[config.mk]
export PLATFORM = sky130hd
export DESIGN_NAME = cpsc_top
export DESIGN_NICKNAME = d
export VERILOG_FILES = /design/src/core/cpsc_pkg.sv /design/src/core/cpsc_core_fsm.sv /design/src/core/cpsc_top.sv
export VERILOG_INCLUDE_DIRS = /design/src /design/src/core
export SDC_FILE = /design/constraint.sdc
export NUM_CORES = 1
export LEC_CHECK = 0
export CAP_MARGIN = 5
export CORE_MARGIN = 2
export CORE_UTILIZATION = 50
export DETAILED_ROUTE_END_ITERATION = 7
export DONT_BUFFER_PORTS = 1
export GPL_ROUTABILITY_DRIVEN = 0
export PLACE_DENSITY = 0.62
export SLEW_MARGIN = 20
export SYNTH_ARGS = -nofsm -noshare
export SYNTH_HDL_FRONTEND = slang
export SYNTH_SLANG_ARGS = --single-unit
[constraint.sdc]
create_clock -name i_clk -period 2.7 [get_ports i_clk]
set_input_delay 0.27 -clock i_clk [delete_from_list [all_inputs] [get_ports i_clk]]
set_output_delay 0.27 -clock i_clk [all_outputs]
set_load 0.005 [all_outputs]
[src/core/cpsc_cfg.svh]
// Constants of the core power state controller
`ifndef CPSC_CFG_SVH
`define CPSC_CFG_SVH
`define CPSC_NUM_CORES 4
`define CPSC_NUM_BLOCKS 8
`define CPSC_CLK_PERIOD_NS 25
`define CPSC_NAP_WAKE_CLKS 100
`define CPSC_NAP_RAMP_CLKS (`CPSC_NAP_WAKE_CLKS - 4)
`define CPSC_CNT_W 7
`define CPSC_STATE_RUN 2'h0
`define CPSC_STATE_HALT 2'h1
`define CPSC_STATE_NAP 2'h2
`endif

[src/core/cpsc_pkg.sv]
// Types of the core power state controller
package cpsc_pkg;
    typedef enum logic [2:0] {
        CPSC_RUN = 3'b000,
        CPSC_HALT = 3'b001,
        CPSC_NAP_DOWN = 3'b010,
        CPSC_NAP = 3'b011,
        CPSC_NAP_UP = 3'b100
    } cpsc_core_state_t;
    typedef struct packed {
        logic valid;
        logic [1:0] core;
        logic [1:0] state;
        logic by_reg;
    } cpsc_req_t;
    typedef struct packed {
        logic fetch_en;
        logic snoop_en;
        logic clk_en;
        logic retain;
        logic low_vdd;
    } cpsc_core_ctl_t;
endpackage

[src/core/cpsc_core_fsm.sv]
// Per-core low-power state machine
`timescale 1ns/1ps
`default_nettype none
`include "cpsc_cfg.svh"
module cpsc_core_fsm
    import cpsc_pkg::*;
(
    input wire logic i_clk,
    input wire logic i_rstn,
    input wire logic i_ce,
    input wire logic i_enter,
    input wire logic [1:0] i_state,
    input wire logic i_by_reg,
    input wire logic i_wake_other,
    input wire logic i_wake_self,
    input wire logic i_disabled,
    output cpsc_core_ctl_t o_ctl,
    output logic [1:0] o_state
);
    cpsc_core_state_t st_ff, nxt_st;
    logic lock_ff, nxt_lock;
    logic [`CPSC_CNT_W-1:0] cnt_ff, nxt_cnt;
    cpsc_core_ctl_t ctl_ff, nxt_ctl;
    logic [1:0] pst_ff, nxt_pst;
    logic wake;

    // ----------------------------------------
    // Next state
    // ----------------------------------------
    always_comb begin
        nxt_st = st_ff;
        nxt_lock = lock_ff;
        nxt_cnt = cnt_ff;
        // Register entry locks out self wake
        wake = i_wake_other | (i_wake_self & ~lock_ff);
        case (st_ff)
            CPSC_RUN: begin
                if (i_enter && i_state == `CPSC_STATE_HALT) begin
                    nxt_st = CPSC_HALT;
                    nxt_lock = i_by_reg;
                end else if (i_enter && i_state == `CPSC_STATE_NAP) begin
                    nxt_st = CPSC_NAP_DOWN;
                    nxt_lock = i_by_reg;
                    nxt_cnt = 7'h02;
                end
            end
            CPSC_HALT: begin
                if (wake) begin
                    nxt_st = CPSC_RUN;
                    nxt_lock = 1'b0;
                end
            end
            CPSC_NAP_DOWN: begin
                if (cnt_ff == 7'h00) begin
                    nxt_st = CPSC_NAP;
                end else begin
                    nxt_cnt = cnt_ff - 7'h01;
                end
            end
            CPSC_NAP: begin
                if (wake) begin
                    nxt_st = CPSC_NAP_UP;
                    nxt_cnt = 7'(`CPSC_NAP_RAMP_CLKS);
                    nxt_lock = 1'b0;
                end
            end
            CPSC_NAP_UP: begin
                if (cnt_ff == 7'h00) begin
                    nxt_st = CPSC_RUN;
                end else begin
                    nxt_cnt = cnt_ff - 7'h01;
                end
            end
            default: nxt_st = CPSC_RUN;
        endcase
        if (i_disabled) begin
            nxt_st = CPSC_RUN;
            nxt_lock = 1'b0;
        end
    end

    // ----------------------------------------
    // Controls per state
    // ----------------------------------------
    always_comb begin
        nxt_ctl = '{fetch_en: 1'b1, snoop_en: 1'b1, clk_en: 1'b1, retain: 1'b0, low_vdd: 1'b0};
        nxt_pst = `CPSC_STATE_RUN;
        case (nxt_st)
            CPSC_HALT: begin
                nxt_ctl.fetch_en = 1'b0;
                nxt_pst = `CPSC_STATE_HALT;
            end
            CPSC_NAP_DOWN, CPSC_NAP, CPSC_NAP_UP: begin
                nxt_ctl.fetch_en = 1'b0;
                nxt_ctl.snoop_en = 1'b0;
                nxt_ctl.clk_en = 1'b0;
                nxt_ctl.retain = 1'b1;
                nxt_ctl.low_vdd = (nxt_st == CPSC_NAP);
                nxt_pst = `CPSC_STATE_NAP;
            end
            default: ;
        endcase
        if (i_disabled) begin
            nxt_ctl = '0;
        end
    end

    always_ff @(posedge i_clk) begin
        if (!i_rstn) begin
            st_ff <= CPSC_RUN;
            lock_ff <= 1'b0;
            cnt_ff <= 7'h00;
            ctl_ff <= '{fetch_en: 1'b1, snoop_en: 1'b1, clk_en: 1'b1, retain: 1'b0, low_vdd: 1'b0};
            pst_ff <= `CPSC_STATE_RUN;
        end else if (i_ce) begin
            st_ff <= nxt_st;
            lock_ff <= nxt_lock;
            cnt_ff <= nxt_cnt;
            ctl_ff <= nxt_ctl;
            pst_ff <= nxt_pst;
        end
    end

    assign o_ctl = ctl_ff;
    assign o_state = pst_ff;
endmodule
`default_nettype wire

[src/core/cpsc_top.sv]
// Clock gating and core low-power state controller
`timescale 1ns/1ps
`default_nettype none
`include "cpsc_cfg.svh"
module cpsc_top
    import cpsc_pkg::*;
(
    input wire logic i_clk,
    input wire logic i_rstn,
    input wire logic i_ce,
    input wire logic [`CPSC_NUM_BLOCKS-1:0] i_blk_busy,
    input wire logic [`CPSC_NUM_BLOCKS-1:0] i_blk_dispatch,
    input wire logic i_dis_we,
    input wire logic [`CPSC_NUM_BLOCKS-1:0] i_dis_blk,
    input wire logic [`CPSC_NUM_CORES-1:0] i_dis_core,
    input wire cpsc_req_t i_req,
    input wire logic [1:0] i_req_src,
    input wire logic [`CPSC_NUM_CORES-1:0] i_wr_perm,
    input wire logic [`CPSC_NUM_CORES-1:0] i_instr_halt,
    input wire logic [`CPSC_NUM_CORES-1:0] i_instr_nap,
    input wire logic [`CPSC_NUM_CORES-1:0] i_ext_wake,
    input wire logic [`CPSC_NUM_CORES-1:0] i_self_wake,
    output logic [`CPSC_NUM_BLOCKS-1:0] o_blk_clk_en,
    output logic [`CPSC_NUM_BLOCKS-1:0] o_blk_disabled,
    output cpsc_core_ctl_t [`CPSC_NUM_CORES-1:0] o_core_ctl,
    output logic [`CPSC_NUM_CORES*2-1:0] o_core_state
);
    logic [`CPSC_NUM_BLOCKS-1:0] bdis_ff, nxt_bdis;
    logic [`CPSC_NUM_CORES-1:0] cdis_ff, nxt_cdis;
    logic [`CPSC_NUM_BLOCKS-1:0] ben_ff, nxt_ben;
    logic [`CPSC_NUM_CORES-1:0] enter, by_reg, wake_other;
    logic [1:0] tgt_state [`CPSC_NUM_CORES];
    logic req_ok;

    // ----------------------------------------
    // Static disables and block gating
    // ----------------------------------------
    always_comb begin
        nxt_bdis = bdis_ff;
        nxt_cdis = cdis_ff;
        if (i_dis_we) begin
            nxt_bdis = bdis_ff | i_dis_blk;
            nxt_cdis = cdis_ff | i_dis_core;
        end
        // Clock runs while busy or on dispatch unless disabled; stops when idle
        nxt_ben = (i_blk_busy | i_blk_dispatch) & ~nxt_bdis;
    end

    always_ff @(posedge i_clk) begin
        if (!i_rstn) begin
            bdis_ff <= '0;
            cdis_ff <= '0;
            ben_ff <= '0;
        end else if (i_ce) begin
            bdis_ff <= nxt_bdis;
            cdis_ff <= nxt_cdis;
            ben_ff <= nxt_ben;
        end
    end

    // ----------------------------------------
    // Entry request decode
    // ----------------------------------------
    always_comb begin
        req_ok = i_req.valid & i_wr_perm[i_req_src];
        for (int c = 0; c < `CPSC_NUM_CORES; c++) begin
            enter[c] = 1'b0;
            by_reg[c] = 1'b0;
            wake_other[c] = i_ext_wake[c];
            tgt_state[c] = `CPSC_STATE_RUN;
            if (req_ok && i_req.core == 2'(c)) begin
                if (i_req.state == `CPSC_STATE_RUN) begin
                    wake_other[c] = wake_other[c] | (i_req_src != 2'(c));
                end else begin
                    enter[c] = 1'b1;
                    by_reg[c] = 1'b1;
                    tgt_state[c] = i_req.state;
                end
            end else if (i_instr_nap[c]) begin
                enter[c] = 1'b1;
                tgt_state[c] = `CPSC_STATE_NAP;
            end else if (i_instr_halt[c]) begin
                enter[c] = 1'b1;
                tgt_state[c] = `CPSC_STATE_HALT;
            end
        end
    end

    // ----------------------------------------
    // Per-core state machines
    // ----------------------------------------
    for (genvar g = 0; g < `CPSC_NUM_CORES; g++) begin : g_core
        cpsc_core_fsm u_fsm (
            .i_clk(i_clk),
            .i_rstn(i_rstn),
            .i_ce(i_ce),
            .i_enter(enter[g]),
            .i_state(tgt_state[g]),
            .i_by_reg(by_reg[g]),
            .i_wake_other(wake_other[g]),
            .i_wake_self(i_self_wake[g]),
            .i_disabled(cdis_ff[g]),
            .o_ctl(o_core_ctl[g]),
            .o_state(o_core_state[g*2 +: 2])
        );
    end

    assign o_blk_clk_en = ben_ff;
    assign o_blk_disabled = bdis_ff;
endmodule
`default_nettype wire

==> flow_metrics.env <==
export IMPL_post_layout_total_power_uw=2950
export IMPL_end_kind="register"
export IMPL_hold_violations=0
export IMPL_worst_r2r_startpoint="g_core[1].u_fsm.st_ff[0]"
export IMPL_start_util=0.514
export IMPL_worst_hold_path_type="in2reg"
export IMPL_grt_pass1_vias=4304
export IMPL_wl_per_cell_um=16.8
export IMPL_r2r_setup_slk_ps=330
export IMPL_setup_worst_path_class="reg2reg"
export IMPL_power_density_nw_per_um2=562
export IMPL_synth_common_cells="dfxtp_1 (88), a21oi_1 (83), nand2_1 (66)"
export IMPL_worstSetupStartpointType="register"
export IMPL_synth_cell_type_count=70
export IMPL_hold_depth=1
export IMPL_synthDominantCellAreaShare=0.351
export IMPL_rsz0062_at_grt="false"
export IMPL_yosys_warnings=0
export IMPL_grt_remaining_overflow=0
export IMPL_worstRegToRegCells=6
export IMPL_finalHoldWorstSlack_ps=26.7
export IMPL_antenna_violations_before_repair=0
export IMPL_antennaDiodeCount=0
export IMPL_post_synth_top_area_cell="dfxtp_1"
export IMPL_cts_htree_levels=3
export IMPL_ys_ff_latch=88
export IMPL_hold_path_startpoint="i_rstn"
export IMPL_data_required_time_at_the_worst_endpoint_ps=3010
export IMPL_nNetsFinal=694
export IMPL_cts_tree="yes"
export IMPL_floorplan_die_width_um=104
export IMPL_drt_initial_drc_count=214
export IMPL_fin_area_um2=5250
export IMPL_clk_insertion_delay_late_ps=380
export IMPL_grt_first_pass_wirelength_um=21000
export IMPL_syn_instance_count=650
export IMPL_crit_arrival_ps=2680
export IMPL_pin_count=104
export IMPL_count_of_buffers_from_port_buffering=0
export IMPL_final_layout_size_suffix_gt1_frac=0.0680
export IMPL_synth_area_um2=5020
export IMPL_dp_hpwl_um=9110
export IMPL_tns_ps=0
export IMPL_postCtsSetupRepairBufs=0
export IMPL_synth_ff_type="dfxtp_1"
export IMPL_max_cap_violations=0
export IMPL_synth_async_reset_ratio=0
export IMPL_synth_area_top_cells="dfxtp_1 (35%), a21oi_1 (8.3%), nand2_1 (4.9%)"
export IMPL_synth_edff_count=0
export IMPL_layout_area_overhead_vs_synth_pct=4.49
export IMPL_rows=36
export IMPL_die_area_um2=10900
export IMPL_maximum_resistive_drop_on_vdd_mv=0.239
export IMPL_clock_root_buffer="clkbuf_8"
export IMPL_maxClockFrequency_ghz=0.422
export IMPL_grt_total_usage=0.239
export IMPL_hold_end="g_core[1].u_fsm.cnt_ff[5]"
export IMPL_worst_setup_skew_after_layout_ps=9.28
export IMPL_maxSlewViolCount=0
export IMPL_cts_buffers_inserted=9
export IMPL_synth_avg_cell_area_um2=7.72
export IMPL_sinks_on_clock_net=88
export IMPL_outcome="finished, final reports clean"
export IMPL_fin_crit_sh=0.878
export IMPL_dpl_cell_area_um2=5060
export IMPL_worst_pin_slew_ps=817
export IMPL_dieHeight_um=104
export IMPL_vias_per_cell=6.16
export IMPL_num_vias=4711
export IMPL_layout_min_cycle_time_ps=2370
export IMPL_clk_pin_slew_ps=90
export IMPL_synthMostInstantiatedCell="dfxtp_1"
export IMPL_clock_tree_buffer_depth=2
export IMPL_r2r_end="g_core[1].u_fsm.cnt_ff[0]"
export IMPL_leakagePower_uw=0.00197
export IMPL_maximum_number_of_pins_on_one_net_before_global_route_repair=52
export IMPL_relSlewSlack=0.454
export IMPL_ant_nets=0
export IMPL_routed_wirelength_um=12900
export IMPL_first_pass_iters=5
export IMPL_post_route_drc_count=0
export IMPL_finalSetupViolations=0
export IMPL_crit_path_max_fanout=13
export IMPL_design_core_area_um2=9770
export IMPL_timing_critical_path_from="g_core[1].u_fsm.st_ff[0]"
export IMPL_yosysSeqAreaShare=0.351
export IMPL_synth_nets=716
[flip-flops by register name (all words and copies together) (netlist names)]
signal,cells
g_core.u_fsm.st_ff,12
o_blk_clk_en,8
cdis_ff,4
g_core.u_fsm.o_state,8
g_core.u_fsm.cnt_ff,28
o_blk_disabled,8
g_core.u_fsm.lock_ff,4
g_core.u_fsm.o_ctl,16
[kinds of logic (layout without fill, tap and decap cells)]
family,after synthesis,after routing,share of synthesized area
and+or+nand+nor,241,241,0.235
AOI/OAI and AO/OA,223,223,0.297
DFF,88,88,0.351
buffers and inverters,70,52,0.0561
muxes,20,20,0.0434
adders and majority gates,6,6,0.0150
xor gates and xnor gates,2,2,0.00349
[worst max path at each step]
stage	endpoint	slack, ps	cells after the start
2_1_floorplan	g_core[0].u_fsm.cnt_ff[3]	420	7
3_3_place_gp	g_core[1].u_fsm.cnt_ff[5]	280	6
3_5_place_dp	g_core[1].u_fsm.cnt_ff[5]	270	6
4_1_cts	g_core[1].u_fsm.cnt_ff[0]	340	6
5_1_grt	g_core[1].u_fsm.cnt_ff[0]	100	8
6_report	g_core[1].u_fsm.cnt_ff[0]	330	6
[worst max-delay path, stage by stage (launching register included)]
cell and delay (ps):
dfxtp_1 580, inv_1 230, a21o_1 200, a221oi_1 380, o311ai_2 360, or3_1 430
a21oi_1 130
[cell usage in the layout, fill, tap and decap left out, types with 4 or more instances in the layout]
master and count:
a21o_1 19, a21oi_1 83, a22o_1 4, a31oi_1 6
and2_1 4, buf_4 7, clkbuf_8 9, dfxtp_1 88
ha_1 6, inv_1 27, mux2_2 4, mux2i_1 13
nand2_1 66, nand2b_1 15, nand3_1 22, nand3b_1 4
nor2_1 65, nor2b_1 9, nor3_1 20, o2111ai_1 4
o211ai_1 13, o21ai_0 31, o31ai_1 8, o32ai_1 6
or2_2 5, or3_1 7, or4_1 4
[timing repair]
action                                 CTS  global route
endpoints found under the hold margin    4             1
resized for setup                        0             0
hold buffers                             1             1
[per-layer routing]
layer	up-vias	wire length, um	global-route usage
met1	2201	5670	0.307
met3	17	1070	0.0771
li1	2331	-	-
met4	0	206	0.0666
met5	-	0	0
met2	162	5930	0.386
[per-stage QoR]
stage | utilization | instances | setup WS, ps
final | 0.537 | 765 | 329
after global routing | 0.537 | 765 | 96.2
after CTS | 0.536 | 764 | 344
after detailed placement | 0.518 | 748 | 272
after global placement | 0.518 | 748 | 284
after floorplan | - | 650 | 415
[where the power goes]
| part | switching [uW] | internal (uW) |
|---|---|---|
| registers | 94.4 | 1380 |
| clock network | 479 | 329 |
| logic | 388 | 275 |
[final cells by class]
class,instances,area [um2]
multi-input cells,492,2980
clock inverters,5,35.0
clock buffers,10,128
well taps,133,166
fillers,983,4530
inverters,28,105
repair buffers,9,72.6
flip-flops and latches,88,1760
Note: power is estimated with default switching activity, not from simulation.
